$ cat config.mk
export PLATFORM = sky130hd
export DESIGN_NAME = agc_flag_driver_regs
export DESIGN_NICKNAME = d
export VERILOG_FILES = /design/src/hdl/agc_regs_pkg.sv /design/src/hdl/agc_flag_driver_regs.sv /design/src/hdl/i2c_reg_port.sv /design/src/hdl/agc_debounce.sv
export SDC_FILE = /design/constraint.sdc
export NUM_CORES = 1
export LEC_CHECK = 0
export BUFFER_PORTS_ARGS = -buffer_cell sky130_fd_sc_hd__buf_2
export CORE_UTILIZATION = 56
export DETAILED_ROUTE_END_ITERATION = 7
export GPL_ROUTABILITY_DRIVEN = 0
export GPL_TIMING_DRIVEN = 0
export PLACE_DENSITY = 0.76
export SETUP_SLACK_MARGIN = 0.1
export SYNTH_ARGS = -nofsm -noshare
export SYNTH_HDL_FRONTEND = slang
export SYNTH_SLANG_ARGS = --single-unit
$ cat constraint.sdc
create_clock -name mclk -period 3 [get_ports mclk]
set_clock_uncertainty 0.2 [all_clocks]
set_input_delay 0.3 -clock mclk [delete_from_list [all_inputs] [get_ports mclk]]
set_output_delay 0.3 -clock mclk [all_outputs]
set_load 0.02 [all_outputs]
$ cat src/hdl/agc_regs_pkg.sv
// shared constants and types for the agc flag and driver configuration bank
package agc_regs_pkg;

    // register offsets on page 0
    localparam logic [7:0] DEBOUNCE_OFF = 8'h23;
    localparam logic [7:0] FLAGS_OFF = 8'h24;
    localparam logic [7:0] DAC_OFF = 8'h25;
    localparam logic [7:0] HPD_OFF = 8'h26;

    // reset values, all registers clear to zero
    localparam logic [7:0] DEBOUNCE_RST = 8'h00;
    localparam logic [7:0] DAC_RST = 8'h00;
    localparam logic [7:0] HPD_RST = 8'h00;

    // writable bits; reserved bits are dropped on write
    localparam logic [7:0] DAC_WMASK = 8'hF0;
    localparam logic [7:0] HPD_WMASK = 8'h3E;

    // debounce register fields
    localparam int NOISE_DB_LSB = 3;
    localparam int SIG_DB_LSB = 0;

    // dac power and left common output fields
    localparam int DAC_LEFT_BIT = 7;
    localparam int DAC_RIGHT_BIT = 6;
    localparam int LCOM_LSB = 4;

    // high-power driver fields
    localparam int RCOM_LSB = 3;
    localparam int SC_EN_BIT = 2;
    localparam int SC_MODE_BIT = 1;

    // flag register bit positions
    localparam int FLG_R_QUIET = 1;

    // timing: debounce is counted in half-millisecond ticks
    localparam int CLK_PERIOD_NS = 10;
    localparam int HALF_MS_NS = 500000;
    localparam int HALF_MS_CYCLES_DEF = HALF_MS_NS / CLK_PERIOD_NS;
    localparam int TICK_W = 17;
    localparam int DB_W = 12;
    localparam logic [DB_W-1:0] LONG_STEP_HALFMS = 12'h080;
    localparam logic [4:0] SHORT_CODES = 5'h08;

    // bus port states
    typedef enum logic [2:0] {
        I2C_IDLE, I2C_ADDR, I2C_ADDR_ACK, I2C_WBYTE, I2C_WACK, I2C_RBYTE, I2C_RACK
    } i2c_state_t;

    // debounce code to length in half-ms ticks
    function automatic logic [DB_W-1:0] debounce_halfms(input logic [4:0] code);
        logic [DB_W-1:0] len;
        len = '0;
        if (code == 5'h00) begin
            len = '0;
        end else if (code < SHORT_CODES) begin
            len = DB_W'(12'h001 << (code - 5'h01));
        end else begin
            len = DB_W'(LONG_STEP_HALFMS * DB_W'(code - 5'h07));
        end
        return len;
    endfunction

endpackage

$ cat src/hdl/agc_flag_driver_regs.sv
// agc debounce, adc flag, dac power and high-power driver register bank
// What this block does
// - noise debounce code to 0..1536 ms
// - signal debounce code to 0..32 ms
// - double rate mode changes debounce times
// - adc power flags at bits 6, 2
// - below-threshold flags at bits 5, 1
// - agc at maximum gain flags at 4, 0
// - bits 7, 6 power left, right dac
// - left common output mode, two bits
// - right common output mode, three bits
// - bit 2 enables short protection everywhere
// - bit 1 picks current limit or shutdown
// - debounce register at offset 35
`timescale 1ns/1ps
module agc_flag_driver_regs #(
    parameter logic [6:0] DEV_ADDR = 7'h2A, // arbitrary value
    parameter int unsigned HALF_MS_CYCLES = agc_regs_pkg::HALF_MS_CYCLES_DEF
) (
    // clock and reset
    input logic mclk,
    input logic rst_n,
    // control bus pins
    input logic scl_i,
    input logic sda_i,
    output logic sda_o,
    output logic sda_oe,
    // left channel status from the record path
    input logic left_gain_settled,
    input logic left_adc_powered,
    input logic left_below_noise,
    input logic left_agc_at_max,
    // right channel status from the record path
    input logic right_gain_settled,
    input logic right_adc_powered,
    input logic right_below_noise,
    input logic right_agc_at_max,
    // sample rate mode
    input logic double_rate_mode,
    // dac power
    output logic left_dac_power_en,
    output logic right_dac_power_en,
    // headphone common terminal modes
    output logic [1:0] left_common_out_mode,
    output logic [2:0] right_common_out_mode,
    // short-circuit protection
    output logic short_protect_en,
    output logic short_current_limit,
    output logic short_auto_shutdown
);
    import agc_regs_pkg::*;

    ////////////////////////////////////////////////////////////////////////
    // state

    // number of synchronised status inputs
    localparam int NSYNC = 9;

    // whole state of the bank
    typedef struct packed {
        logic [NSYNC-1:0] meta; // first sync stage
        logic [NSYNC-1:0] sync; // second sync stage
        logic [7:0] debounce;
        logic [7:0] dac;
        logic [7:0] hpd;
        logic [agc_regs_pkg::TICK_W-1:0] tick_cnt;
        logic tick;
    } bank_t;

    bank_t q, d;

    // register port wires
    logic wr_stb;
    logic [7:0] wr_addr;
    logic [7:0] wr_data;
    logic [7:0] rd_addr;
    logic [7:0] rd_data;

    // right quiet flag after debounce
    logic right_quiet;

    // tick period for the current rate
    logic [TICK_W-1:0] tick_limit;

    // flag register contents
    logic [7:0] flags;

    // status inputs in flag-bit order, rate mode on top
    logic [NSYNC-1:0] status_raw;
    assign status_raw = {double_rate_mode,
                         left_gain_settled, left_adc_powered,
                         left_below_noise, left_agc_at_max,
                         right_gain_settled, right_adc_powered,
                         right_below_noise, right_agc_at_max};

    ////////////////////////////////////////////////////////////////////////
    // control bus

    // i2c target with auto-incrementing pointer
    i2c_reg_port #(
        .DEV_ADDR(DEV_ADDR)
    ) u_port (
        .mclk(mclk),
        .rst_n(rst_n),
        .scl_i(scl_i),
        .sda_i(sda_i),
        .sda_o(sda_o),
        .sda_oe(sda_oe),
        .wr_stb(wr_stb),
        .wr_addr(wr_addr),
        .wr_data(wr_data),
        .rd_addr(rd_addr),
        .rd_data(rd_data)
    );

    ////////////////////////////////////////////////////////////////////////
    // debounce timing

    // rate halves ticks
    // double rate runs the detector twice as fast, so every wait halves
    assign tick_limit = q.sync[NSYNC-1] ? TICK_W'(HALF_MS_CYCLES / 2)
                                        : TICK_W'(HALF_MS_CYCLES);

    agc_debounce u_debounce (
        .mclk(mclk),
        .rst_n(rst_n),
        .tick(q.tick),
        .noise_code(q.debounce[NOISE_DB_LSB +: 5]),
        .sig_code(q.debounce[SIG_DB_LSB +: 3]),
        .raw_quiet(q.sync[FLG_R_QUIET]),
        .quiet(right_quiet)
    );

    ////////////////////////////////////////////////////////////////////////
    // flag register

    // status flag bits
    // right quiet bit comes from the debouncer, the rest straight through
    assign flags = {q.sync[7:2], right_quiet, q.sync[0]};

    ////////////////////////////////////////////////////////////////////////
    // next state

    // sync, tick and register writes
    always_comb begin
        d = q;
        // two-stage synchronisers for status from other logic
        d.meta = status_raw;
        d.sync = q.meta;
        // half-ms tick
        d.tick = 1'b0;
        if (q.tick_cnt >= tick_limit - TICK_W'(1)) begin
            d.tick_cnt = '0;
            d.tick = 1'b1;
        end else begin
            d.tick_cnt = q.tick_cnt + TICK_W'(1);
        end
        // host writes
        if (wr_stb) begin
            unique case (wr_addr)
                DEBOUNCE_OFF: begin
                    d.debounce = wr_data;
                end
                DAC_OFF: begin
                    d.dac = wr_data & DAC_WMASK;
                end
                HPD_OFF: begin
                    d.hpd = wr_data & HPD_WMASK;
                end
                // flags read-only
                // flag register and unmapped addresses ignore writes
                default: begin
                end
            endcase
        end
    end

    // state register
    always_ff @(posedge mclk) begin
        if (!rst_n) begin
            q.meta <= '0;
            q.sync <= '0;
            q.debounce <= DEBOUNCE_RST;
            q.dac <= DAC_RST;
            q.hpd <= HPD_RST;
            q.tick_cnt <= '0;
            q.tick <= 1'b0;
        end else begin
            q <= d;
        end
    end

    ////////////////////////////////////////////////////////////////////////
    // read data

    // read mux; unmapped addresses read zero
    always_comb begin
        unique case (rd_addr)
            DEBOUNCE_OFF: begin
                rd_data = q.debounce;
            end
            FLAGS_OFF: begin
                rd_data = flags;
            end
            DAC_OFF: begin
                rd_data = q.dac;
            end
            HPD_OFF: begin
                rd_data = q.hpd;
            end
            default: begin
                rd_data = 8'h00;
            end
        endcase
    end

    ////////////////////////////////////////////////////////////////////////
    // outputs

    // dac power enables
    assign left_dac_power_en = q.dac[DAC_LEFT_BIT];
    assign right_dac_power_en = q.dac[DAC_RIGHT_BIT];

    // common terminal modes
    assign left_common_out_mode = q.dac[LCOM_LSB +: 2];
    assign right_common_out_mode = q.hpd[RCOM_LSB +: 3];

    assign short_protect_en = q.hpd[SC_EN_BIT];

    // action select
    // action only means anything while protection is on
    assign short_current_limit = q.hpd[SC_EN_BIT] & ~q.hpd[SC_MODE_BIT];
    assign short_auto_shutdown = q.hpd[SC_EN_BIT] & q.hpd[SC_MODE_BIT];
endmodule

$ cat src/hdl/i2c_reg_port.sv
// i2c target that turns bus transfers into register reads and writes
`timescale 1ns/1ps
module i2c_reg_port #(
    parameter logic [6:0] DEV_ADDR = 7'h2A // arbitrary value
) (
    // clock and reset
    input logic mclk,
    input logic rst_n,
    // bus pins
    input logic scl_i,
    input logic sda_i,
    output logic sda_o,
    output logic sda_oe,
    // register side
    output logic wr_stb,
    output logic [7:0] wr_addr,
    output logic [7:0] wr_data,
    output logic [7:0] rd_addr,
    input logic [7:0] rd_data
);
    import agc_regs_pkg::*;

    // whole state of the port
    typedef struct packed {
        logic [2:0] scl_sh; // [0] first sync flop, [2] delayed copy
        logic [2:0] sda_sh;
        agc_regs_pkg::i2c_state_t st;
        logic [3:0] bits;
        logic [7:0] sh;
        logic [7:0] ptr;
        logic first;
        logic ack;
        logic drive;
        logic stb;
        logic [7:0] waddr;
        logic [7:0] wdata;
    } port_t;

    port_t q, d;

    // next state
    always_comb begin
        logic rise;
        logic fall;
        logic start;
        logic stop;
        rise = q.scl_sh[1] & ~q.scl_sh[2];
        fall = ~q.scl_sh[1] & q.scl_sh[2];
        start = q.scl_sh[1] & q.scl_sh[2] & q.sda_sh[2] & ~q.sda_sh[1];
        stop = q.scl_sh[1] & q.scl_sh[2] & ~q.sda_sh[2] & q.sda_sh[1];
        d = q;
        d.stb = 1'b0;
        d.scl_sh = {q.scl_sh[1:0], scl_i};
        d.sda_sh = {q.sda_sh[1:0], sda_i};
        if (start) begin
            // start or repeated start: address byte follows
            d.st = I2C_ADDR;
            d.bits = 4'h0;
            d.first = 1'b1;
            d.drive = 1'b0;
        end else if (stop) begin
            d.st = I2C_IDLE;
            d.drive = 1'b0;
        end else if (rise) begin
            // sample incoming bits on scl high
            if (q.st == I2C_ADDR || q.st == I2C_WBYTE) begin
                d.sh = {q.sh[6:0], q.sda_sh[1]};
                d.bits = q.bits + 4'h1;
            end
            if (q.st == I2C_RACK) begin
                d.ack = ~q.sda_sh[1];
            end
        end else if (fall) begin
            // change sda only while scl is low
            unique case (q.st)
                I2C_IDLE: begin
                end
                I2C_ADDR: begin
                    if (q.bits == 4'h8) begin
                        if (q.sh[7:1] == DEV_ADDR) begin
                            d.st = I2C_ADDR_ACK;
                            d.drive = 1'b1;
                        end else begin
                            d.st = I2C_IDLE;
                        end
                    end
                end
                I2C_ADDR_ACK: begin
                    d.bits = 4'h0;
                    if (q.sh[0]) begin
                        d.st = I2C_RBYTE;
                        d.sh = rd_data;
                        d.drive = ~rd_data[7];
                    end else begin
                        d.st = I2C_WBYTE;
                        d.drive = 1'b0;
                    end
                end
                I2C_WBYTE: begin
                    if (q.bits == 4'h8) begin
                        d.st = I2C_WACK;
                        d.drive = 1'b1;
                        if (q.first) begin
                            // first byte after address sets the pointer
                            d.ptr = q.sh;
                            d.first = 1'b0;
                        end else begin
                            d.stb = 1'b1;
                            d.waddr = q.ptr;
                            d.wdata = q.sh;
                            d.ptr = q.ptr + 8'h01;
                        end
                    end
                end
                I2C_WACK: begin
                    d.st = I2C_WBYTE;
                    d.bits = 4'h0;
                    d.drive = 1'b0;
                end
                I2C_RBYTE: begin
                    if (q.bits == 4'h7) begin
                        d.st = I2C_RACK;
                        d.drive = 1'b0;
                        d.ptr = q.ptr + 8'h01;
                    end else begin
                        d.bits = q.bits + 4'h1;
                        d.sh = {q.sh[6:0], 1'b0};
                        d.drive = ~q.sh[6];
                    end
                end
                I2C_RACK: begin
                    // controller ack asks for the next byte
                    if (q.ack) begin
                        d.st = I2C_RBYTE;
                        d.bits = 4'h0;
                        d.sh = rd_data;
                        d.drive = ~rd_data[7];
                    end else begin
                        d.st = I2C_IDLE;
                    end
                end
            endcase
        end
    end

    // state register
    always_ff @(posedge mclk) begin
        if (!rst_n) begin
            q <= '0;
            // pins idle high, so no false edge is seen after reset
            q.scl_sh <= 3'b111;
            q.sda_sh <= 3'b111;
        end else begin
            q <= d;
        end
    end

    // open-drain: only ever pulls low
    assign sda_o = 1'b0;
    assign sda_oe = q.drive;
    assign wr_stb = q.stb;
    assign wr_addr = q.waddr;
    assign wr_data = q.wdata;
    assign rd_addr = q.ptr;

endmodule

$ cat src/hdl/agc_debounce.sv
// debounced quiet flag for the right agc signal detector
`timescale 1ns/1ps
module agc_debounce (
    // clock and reset
    input logic mclk,
    input logic rst_n,
    // timing and settings
    input logic tick,
    input logic [4:0] noise_code,
    input logic [2:0] sig_code,
    // detector
    input logic raw_quiet,
    output logic quiet
);
    import agc_regs_pkg::*;

    // flag and tick counter
    typedef struct packed {
        logic flag;
        logic [agc_regs_pkg::DB_W-1:0] cnt;
    } db_t;

    db_t q, d;

    // wait length for the pending change
    logic [DB_W-1:0] target;
    assign target = raw_quiet ? debounce_halfms(noise_code)
                              : debounce_halfms({2'b00, sig_code});

    // next state
    always_comb begin
        d = q;
        if (raw_quiet == q.flag) begin
            d.cnt = '0;
        end else if (q.cnt >= target) begin
            // held long enough: accept the new level
            d.flag = raw_quiet;
            d.cnt = '0;
        end else if (tick) begin
            d.cnt = q.cnt + DB_W'(1);
        end
    end

    // state register
    always_ff @(posedge mclk) begin
        if (!rst_n) begin
            q <= '0;
        end else begin
            q <= d;
        end
    end

    assign quiet = q.flag;
endmodule

== After elaboration in Yosys (flattened, before gate mapping) ==
Cells that the tools add are included.

* Register bits: 115
* Output and inout port bits: 12
* Word-level logic and storage cells: 169

* Add/subtract/negate cells: 8
* $lt $le $gt $ge: 3
* Equal/unequal tests: 32
* Shift-type cells: 2
* Multiplexer cells: 43
* Bitwise gates (word level): 25
* Reduce and logical (&&, ||, !) cells: 33

{| class="wikitable"
|+ Operators with widths
! kind !! count
|-
| 12-bit two-way mux || 8
|-
| 8-bit by 6-bit equality test with 1-bit output (second input constant) || 7
|-
| 22-bit two-way mux || 2
|-
| 8-bit one-hot mux with 4 select lines || 1
|-
| 7-bit AND reduction || 4
|-
| 8-bit two-way mux || 3
|-
| 8-bit one-hot mux with 3 select lines || 1
|-
| 1-bit by 5-bit << shifter with 12-bit output (first input constant) || 2
|-
| 18-bit two-way mux || 1
|-
| 9-bit two-way mux || 2
|-
| 3-bit one-hot mux with 6 select lines || 1
|-
| 6-bit AND reduction || 3
|-
| 17-bit by 1-bit adder with 17-bit output (second input constant) || 1
|-
| 17-bit >= comparator || 1
|-
| 17-bit two-way mux || 1
|-
| 16-bit by 1-bit subtractor with 17-bit output (second input constant) || 1
|-
| 16-bit two-way mux || 1
|-
| 1-bit NOT || 16
|-
| 8-bit one-hot mux with 2 select lines || 1
|-
| 3-bit two-way mux || 5
|-
| 12-bit by 1-bit adder with 12-bit output (second input constant) || 1
|-
| 12-bit >= comparator || 1
|-
| 1-bit two-way mux || 12
|-
| 4-bit one-hot mux with 3 select lines || 1
|-
| other kinds (39) || 69
|}

== Logic depth before layout (Yosys ltp) ==
Gate-level depths: netlist of the first run.

* Depth in word-level cells: 8
* Mapped depth: 13
* Depth with buffers taken out: 12

== Hierarchy ==
A second synthesis of the first run with hierarchy kept.

* Cells, all modules: 749
* Area, all modules: 6650.1 um^2

{| class="wikitable"
|+ By module, submodules not included
! module !! instances !! cells an instance !! area each (um^2)
|-
| i2c_reg_port || 1 || 363 || 3065.4
|-
| agc_flag_driver_regs || 1 || 242 || 2373.5
|-
| agc_debounce || 1 || 144 || 1211.2
|}

== Least setup slack after synthesis of the first run ==
OpenSTA, ideal clock, no wires.

* Path type: reg2reg
* Start: register q[37] in the netlist's numbering
* End: register u_debounce.q[10] in the netlist's numbering
* Library setup time: 0.128 ns
* Arrival time: 2.832 ns
* Path slack: -0.160 ns
* Cell stages (with the launch flop): 13
* Clock period less this slack: 3.160 ns
* Cells stage by stage: dfxtp_1 -> inv_1 -> ha_1 -> or4_1 -> a21oi_1 -> a22oi_1 -> ha_1 -> nand2_1 -> o21ai_0 -> a41oi_1 -> o2111ai_1 -> clkbuf_1 -> nor2_1

* Word-level cells in the longest chain between the ends: 7
* Elaborated cells on any way between the ends: 10
* Classes of those cells: add/sub (2); order compare (2); shift (1); mux (3); reduce/logical (2)

{| class="wikitable"
|+ RTL lines
! item !! line !! text
|-
| from (decl) || agc_flag_driver_regs.sv:70 || <nowiki>bank_t q, d;</nowiki>
|-
| 5-bit by 1-bit subtractor with 5-bit output || agc_regs_pkg.sv:57 || <nowiki>len = DB_W'(12'h001 << (code - 5'h01));</nowiki>
|-
| 1-bit by 5-bit << shifter with 12-bit output || agc_regs_pkg.sv:57 ||
|-
| 12-bit two-way mux || agc_regs_pkg.sv:56 || <nowiki>end else if (code < SHORT_CODES) begin</nowiki>
|-
| 12-bit two-way mux (*) || agc_regs_pkg.sv:54 || <nowiki>if (code == 5'h00) begin</nowiki>
|-
| 12-bit two-way mux (*) || agc_debounce.sv:27 || <nowiki>assign target = raw_quiet ? debounce_halfms(noise_code)</nowiki>
|-
| 12-bit >= comparator (*) || agc_debounce.sv:35 || <nowiki>end else if (q.cnt >= target) begin</nowiki>
|-
| 3-bit OR reduction (no source line) (*) || - ||
|-
| to (signal assigned) || agc_debounce.sv:47 || <nowiki>q <= '0;</nowiki>
|-
| to (signal assigned) || agc_debounce.sv:49 || <nowiki>q <= d;</nowiki>
|-
| to (decl) || agc_debounce.sv:23 || <nowiki>db_t q, d;</nowiki>
|}

Every way passes the cells marked *; elsewhere a longest branch is shown, timed or not.
A chain may end at the register's enable or synchronous reset.

== Worst setup path in the final report of the first run ==
* Start: register q[38] in the netlist's numbering
* End: register u_debounce.q[2] in the netlist's numbering

Same word-level chain as after synthesis.

==> qor.log, run 1 <==
[sta] Setup WS post-layout -0.0671 ns
[drt] routed wire length per instance 16.7 um
[yosys] Post-Synthesis Mean Instance Area 8.71 sq um
[drt] 1st-pass router iterations 5
[floorplanning] die outline area 11300 sq um
[placed_design] placed wire-length estimate after detailed placement 10.1 mm
[global_routing] initial antenna violation count 0
[critical_path] startpoint types flop
[power_and_ir_drop] worst vdd ir 0.366 mV
[yosys] count of flip-flops with a built-in enable after synthesis 0
[drt] via-per-instance ratio 5.95
[yosys] library cells used by synthesis 71
[global_routing] met3 Track Usage GR 6.62%
[sta] share of the cycle needed by the critical path after routing 102%
[global_routing] global-route usage over all layers 27.8%
[global_routing] largest net degree at the start of global routing 17
[yosys] register area share after synthesis 37.8%
[min_path] source of the worst hold timing path u_port.d[47]$_SDFF_PN1_
[min_path] class of the tightest hold or removal check reg -> reg
[floorplanning] Initial Utilization 58.3%
[sta] fmax 326 MHz
[critical_path] most frequent cell on the critical path a21o_1
[sta] Worst slew margin 56.0%
[critical_path] timing startpoint of the critical path q[38]$_SDFFE_PN0P_
[yosys] post-synthesis sequential element count 115
[critical_path] ordered list of cells on the worst path inv_4, ha_4, buf_4, nor2_1, and3_4, a21oi_1, or2_2, ha_1, a21o_1, a21o_1, a21oi_2, o2111ai_4, buf_8, nor2_2
[placed_design] Place WS -0.312 ns
[critical_path] Worst Setup End Kind flop
[yosys] gate count after technology mapping 700
[layout] net count of the finished layout 812
[layout] layout cell share with drive strength beyond 1 15.4%
[critical_path] required time at the endpoint of the critical path 3.26 ns
[floorplanning] die width 106 um
[clock_tree] CTS clk-pin slew, worst paths 0.06 ns
[drt] violation count after the first detailed-routing iteration 447
[run_status] failing checks setup timing
[yosys] Synth area leaders dfxtp_1, ha_1, mux2i_1
[floorplanning] area of the placeable core 10500 sq um
[sta] final number of hold-violating endpoints 0
[sta] RSZ-0062 raised after global routing true
[global_routing] number of global-route vias before repair 5134
[floorplanning] count of standard-cell rows 37
[critical_path] crit-path max FO 5
[run] maximum capacitance violations 0
[global_routing] met1 usage in global routing 35.8%
[yosys] fraction of synthesis flops using an asynchronous set or reset pin 0%
[clock_tree] Inserted Clock Buffers 17
[critical_path] Max stage delay cell, worst path dfxtp_4
[global_routing] busiest layer in global routing met2
[yosys] post-synthesis instance area 6100 sq um
[yosys] share of the synthesized area in the top cell type 37.8%
[power_and_ir_drop] Pwr Total 3.71 mW
[critical_path] kind of critical path reg -> reg
[floorplanning] die span in y 106 um
[clock_tree] clk sink count 115
[yosys] cell type with the largest total area after synthesis dfxtp_1
[sta] final hold slack 0.213 ns
[drt] final routed DRC violation total 0
[critical_path] slowest cell delay on critical path 0.37 ns
[power_and_ir_drop] leakage dissipation 2.84 nW
[drt] number of nets still failing antenna checks after routing 0
[critical_path] CP Data Arrival Time 3.32 ns
[global_routing] first-pass GRT wire length 24.8 mm
[sta] actual transition at the worst max-transition pin 0.657 ns
[critical_path] launch instance of the worst register-to-register path q[38]$_SDFFE_PN0P_
[yosys] predominant post-synthesis flop cell dfxtp_1
[layout] P&R area growth vs syn 20.3%
[clock_tree] clk root buf clkbuf_8
[sta] post-route minimum period 3.07 ns
[yosys] synthesized netlist net count 750
[yosys] Yosys warning total 0
[drt] total number of vias 5420
[placed_design] placed cell count 859
[run_status] outcome finished with violations
[clock_tree] later-pin clock latency in the skew report 0.51 ns
[power_and_ir_drop] P per Cell Area 506 nW/um^2
[floorplanning] number of placed I/O pins 25
[global_routing] overflow left after global routing 0
[layout] number of antenna cells inserted 0
[layout] count of non-filler cells in the finished layout 911
[sta] Final Setup Violations 12
[placed_design] Buffers on Ports 23
[sta] final count of pins violating max slew 0
[clock_tree] CTS tree yes
[clock_tree] clock tree buffer depth 2
[global_routing] global-route track usage on met2 45.5%
[layout] fillcell total 788
[drt] final WL 15.2 mm
[clock_tree] CTS H-tree depth 4
## worst paths after layout
path	to	slack, ns	depth (start not counted)
worst max-delay path	u_debounce.q[2]$_SDFFE_PP0P_	-0.07	14
worst min-delay path	u_port.d[48]$_SDFF_PN1_	0.21	1
worst min register to register	u_port.d[48]$_SDFF_PN1_	0.21	1
worst max register to register	u_debounce.q[2]$_SDFFE_PP0P_	-0.07	14
## sequential cells by signal, summed over array words and instances, names as in the netlist, 4 cells and up
| register | cells |
|---|---|
| d | 9 |
| q | 29 |
| u_debounce.q | 12 |
| u_port.wr_addr | 8 |
| u_port.d | 4 |
| u_port.q | 19 |
| flags | 7 |
| u_port.rd_addr | 8 |
| u_port.wr_data | 8 |
## cell usage in the layout, fill, tap and decap left out, drive strengths merged, types with 14 or more instances in the layout
master  synthesis  final
and2           23     23
a21oi          30     30
nor2          100    100
inv            20     20
xor2           19     19
mux2i          38     38
nand3          21     21
o21ai          35     35
nand2          53     53
ha             37     37
dfxtp         115    115
nand4          17     17
buf            17     49
nor2b          14     14
clkbuf         22     44
## synthesized netlist by cell type (all sizes together) (3+ instances only)
cell and count:
nor2b 14, nand3 21, a2111oi 3, o21bai 3, nand2 53, nor2 100, buf 17, and3 6
a311oi 5, nand4 17, or3b 3, a31oi 7, inv 20, a211oi 5, clkbuf 22, and3b 4
a21o 7, nor3 6, nor4 4, o21ai 35, a22oi 8, nand2b 8, o41ai 3, nand3b 4
a211o 3, xnor2 9, a21oi 30, ha 37, a221oi 6, dfxtp 115, and2 23, xor2 19
mux2i 38, a22o 6
## report_power, final
part	total, mW	switching (mW)	leakage (nW)	internal [mW]
clock network	2.02	0.693	0.288	1.33
registers	1.56	0.0151	0.934	1.55
logic	0.132	0.0760	1.62	0.0556
total	3.71	0.784	2.84	2.93
## metrics by stage
step	utilization [%]	instance area, sq um	setup TNS (ns)
2_1_floorplan	-	6110	0
3_3_place_gp	61.1	6390	-1.84
3_5_place_dp	61.1	6390	-3.22
4_1_cts	69.1	7230	-0.0808
5_1_grt	70.1	7340	-1.56
6_report	70.1	7340	-0.540
## kinds of logic after synthesis
kind of cell | share of synthesized area, %
multiplexers | 6.61
adder cells (fa/ha/maj) | 7.59
other | 0.0615
AO/OA/AOI/OAI | 16.2
buffers and inverters | 4.78
AND/OR/NAND/NOR | 22.9
XOR/XNOR | 4.02
flip-flops | 37.8
## final cells by class
class / count / area, sq um / area share, %
repair buffers: 43 / 307 / 4.18
clock buffers: 23 / 467 / 6.36
plain buffers: 39 / 224 / 3.05
multi-input cells: 525 / 3650 / 49.7
inverters: 21 / 83.8 / 1.14
clock inverters: 9 / 129 / 1.76
flip-flops and latches: 115 / 2310 / 31.5
well taps: 136 / 170 / 2.32
## timing repair
item,4_1_cts,5_1_grt
endpoints found under the setup margin,13,13
hold buffers,12,0
gates resized for setup,19,24
cloned,1,0
buffers inserted,5,2
hold endpoints to repair,15,0
pin swaps,6,21
## critical path, delay by kind of cell, from the launching register on
| kind | cells | cell delay, ns |
|---|---|---|
| adders and majority gates | 2 | 0.45 |
| and+or+nand+nor | 4 | 0.75 |
| AOI/OAI and AO/OA | 5 | 0.84 |
| DFF | 1 | 0.37 |
| buffers and inverters | 3 | 0.39 |
## metal layers
| metal | part of all wire (%) | wire length [um] |
|---|---|---|
| met3 | 7.2 | 1090 |
| met5 | 0 | 0 |
| met2 | 47 | 7190 |
| met4 | 2.1 | 319 |
| met1 | 44 | 6640 |
(Power assumes the default switching activity.)
==> run 2: changes to the inputs <==
Settings changed: CTS_CLUSTER_SIZE set to 30, SETUP_SLACK_MARGIN 0.1 to not set.
Clock period 3 ns to 2.5 ns, I/O delays scaled along.
==> run 2 against run 1 <==
Net effect: register-to-register slack got worse by 0.41 ns; setup slack worse by 0.41 ns; critical endpoint is now u_debounce.q[10]$_SDFFE_PP0P_; utilization up 0.22 points; the flow still finishes with violations (setup timing); hold slack got worse by 0.0042 ns; largest cell class unchanged; first-iteration DRC count is 11% lower.
==> qor.log, run 2 (synthesized netlist as in run 1, its figures left out) <==
[clock_tree] clk sink count 115 [unchanged]
[sta] final count of pins violating max slew 0 [unchanged]
[sta] Setup WS post-layout -0.475 ns [-0.408 ns]
[drt] 1st-pass router iterations 5 [unchanged]
[sta] actual transition at the worst max-transition pin 0.596 ns [-0.0611 ns]
[global_routing] largest net degree at the start of global routing 17 [unchanged]
[layout] net count of the finished layout 813 [+0.12%]
[global_routing] initial antenna violation count 0 [unchanged]
[run_status] failing checks setup timing
[layout] count of non-filler cells in the finished layout 911 [unchanged]
[critical_path] CP Data Arrival Time 3.20 ns [-0.12 ns]
[floorplanning] area of the placeable core 10500 sq um [unchanged]
[floorplanning] die outline area 11300 sq um [unchanged]
[drt] total number of vias 5488 [+1.3%]
[critical_path] Worst Setup End Kind flop
[critical_path] capture instance of the worst register-to-register path u_debounce.q[10]$_SDFFE_PP0P_
[placed_design] Buffers on Ports 23 [unchanged]
[sta] fmax 336 MHz [+3.1%]
[sta] Final Setup Violations 13 [+1]
[sta] share of the cycle needed by the critical path after routing 119% [+17 points]
[critical_path] kind of critical path reg -> reg
[sta] RSZ-0062 raised after global routing true
[clock_tree] clock tree buffer depth 2 [unchanged]
[floorplanning] number of placed I/O pins 25 [unchanged]
[sta] Worst slew margin 59.2% [+3.2 points]
[floorplanning] count of standard-cell rows 37 [unchanged]
[critical_path] crit-path max FO 5 [unchanged]
[clock_tree] CTS tree yes
[drt] number of nets still failing antenna checks after routing 0 [unchanged]
[layout] Largest register FFs 29 [unchanged]
[power_and_ir_drop] worst vdd ir 0.406 mV [+11%]
[critical_path] startpoint types flop
[clock_tree] CTS clk-pin slew, worst paths 0.06 ns [about the same]
[critical_path] ordered list of cells on the worst path inv_4, ha_4, or4_4, a21oi_4, a22oi_2, ha_1, buf_4, nand2_2, o21ai_2, a41oi_2, o2111ai_4, buf_8, nor2_4
[clock_tree] clk root buf clkbuf_8
[placed_design] placed cell count 859 [unchanged]
[drt] final routed DRC violation total 0 [unchanged]
[critical_path] R2R Setup Slk -0.48 ns [-0.41 ns]
[drt] via-per-instance ratio 6.02 [+1.3%]
[drt] routed wire length per instance 16.7 um [-0.28%]
[critical_path] required time at the endpoint of the critical path 2.72 ns [-0.54 ns]
[min_path] cell depth of the worst min-delay path 1 [unchanged]
[layout] most common library cell in the layout ignoring fill and taps dfxtp_1
[power_and_ir_drop] leakage dissipation 2.86 nW [+0.58%]
[critical_path] Bufs and invs on worst path 3 [unchanged]
[critical_path] kind of cell adding the most delay to the critical path compound AO/OA/AOI/OAI gates
[global_routing] first-pass GRT wire length 24.8 mm [+0.17%]
[floorplanning] Initial Utilization 58.3% [unchanged]
[run] maximum capacitance violations 0 [unchanged]
[critical_path] slowest cell delay on critical path 0.52 ns [+0.15 ns]
[layout] number of antenna cells inserted 0 [unchanged]
[layout] final core utilization 70.3% [+0.22 points]
[critical_path] Max stage delay cell, worst path or4_4
[power_and_ir_drop] P per Cell Area 616 nW/um^2 [+22%]
[global_routing] global-route usage over all layers 28.1% [+0.31 points]
[min_path] source of the worst hold timing path u_port.d[47]$_SDFF_PN1_
[layout] commonest non-fill, non-tap cells in the layout dfxtp_1, nor2_1, nand2_1
[clock_tree] later-pin clock latency in the skew report 0.53 ns [+0.02 ns]
[placed_design] placed wire-length estimate after detailed placement 10.3 mm [+1.7%]
[clock_tree] CTS H-tree depth 4 [unchanged]
[min_path] class of the tightest hold or removal check reg -> reg
[floorplanning] die width 106 um [unchanged]
[global_routing] number of global-route vias before repair 5011 [-2.4%]
[layout] layout cell share with drive strength beyond 1 16.0% [+0.65 points]
[floorplanning] die span in y 106 um [unchanged]
[placed_design] Place WS -0.643 ns [-0.331 ns]
[critical_path] R2R cell count 13 [-1]
[sta] final number of hold-violating endpoints 0 [unchanged]
[run_status] outcome finished with violations
[clock_tree] Inserted Clock Buffers 17 [unchanged]
[layout] Biggest register q
[drt] violation count after the first detailed-routing iteration 398 [-11%]
[min_path] Hold Path Sink u_port.d[48]$_SDFF_PN1_
[layout] leading registers by flop count q: 29 flops, u_port.q: 19 flops, u_debounce.q: 12 flops
[critical_path] launch instance of the worst register-to-register path q[38]$_SDFFE_PN0P_
[global_routing] overflow left after global routing 0 [unchanged]
[layout] fillcell total 830 [+5.3%]
[sta] post-route minimum period 2.98 ns [-0.0918 ns]
[power_and_ir_drop] Pwr Total 4.54 mW [+22%]
[layout] P&R area growth vs syn 20.7%
[drt] final WL 15.2 mm [-0.28%]
[run 2: how the worst max path moves through the flow]
| stage | slack [ns] | to | start | cells after the start |
|---|---|---|---|---|
| 3_5_place_dp | -0.64 | u_debounce.q[7]$_SDFFE_PP0P_ | q[37]$_SDFFE_PN0P_ | 12 |
| 3_3_place_gp | -0.51 | u_debounce.q[11]$_SDFFE_PP0P_ | q[37]$_SDFFE_PN0P_ | 12 |
| 4_1_cts | -0.49 | u_debounce.q[7]$_SDFFE_PP0P_ | q[37]$_SDFFE_PN0P_ | 12 |
| 6_report | -0.48 | u_debounce.q[10]$_SDFFE_PP0P_ | q[38]$_SDFFE_PN0P_ | 13 |
| 5_1_grt | -0.59 | u_debounce.q[2]$_SDFFE_PP0P_ | q[38]$_SDFFE_PN0P_ | 12 |
| 2_1_floorplan | -0.30 | u_debounce.q[10]$_SDFFE_PP0P_ | q[37]$_SDFFE_PN0P_ | 12 |
[run 2: what timing repair did]
| item | 4_1_cts | 5_1_grt |
|---|---|---|
| setup buffers | 5 | 4 |
| cloned | 0 | 1 |
| resized for setup | 5 | 28 |
| pin swaps | 6 | 9 |
| hold buffers | 12 | 0 |
| endpoints found under the hold margin | 20 | 0 |
| endpoints found under the setup margin | 27 | 32 |
[run 2: metal layers]
layer	share of wire (%)	vias to the layer above	wire length, um	global-route usage, %
met2	47	237	7200	46.0
met1	44	2614	6630	36.2
met3	7.1	30	1070	6.62
met4	1.9	0	291	9.62
met5	0	-	0	0
li1	-	2607	-	-
[run 2: worst reg2reg max path, stage by stage (launching register included)]
cell	delay, ns
dfxtp_4	0.36
inv_4	0.05
ha_4	0.15
or4_4	0.52
a21oi_4	0.17
a22oi_2	0.08
ha_1	0.34
buf_4	0.13
nand2_2	0.04
o21ai_2	0.13
a41oi_2	0.18
o2111ai_4	0.30
buf_8	0.19
nor2_4	0.03
[run 2: where the power goes]
group	internal, mW	switching [mW]	total (mW)
Sequential	1.86	0.0178	1.87
Clock	1.63	0.864	2.50
Combinational	0.0701	0.0936	0.164
[run 2: layout make-up]
cell class                 count  area, sq um  area share [%]
tap                          136          170            2.31
buffer                        38          220            2.99
clock inverter                10          158            2.14
sequential                   115         2310            31.4
multi-input combinational    525         3660            49.7
inverter                      21         83.8            1.14
timing repair buffer          45          318            4.32
clock buffer                  21          439            5.97
[run 2: through the flow]
step / TNS, ns / hold WS, ns / area (sq um)
5_1_grt: -7.37 / 0.245 / 7360
6_report: -5.90 / 0.209 / 7360
3_3_place_gp: -5.95 / 0.191 / 6430
3_5_place_dp: -7.93 / 0.197 / 6430
4_1_cts: -5.99 / 0.210 / 7210
2_1_floorplan: -3.40 / 0.151 / 6150
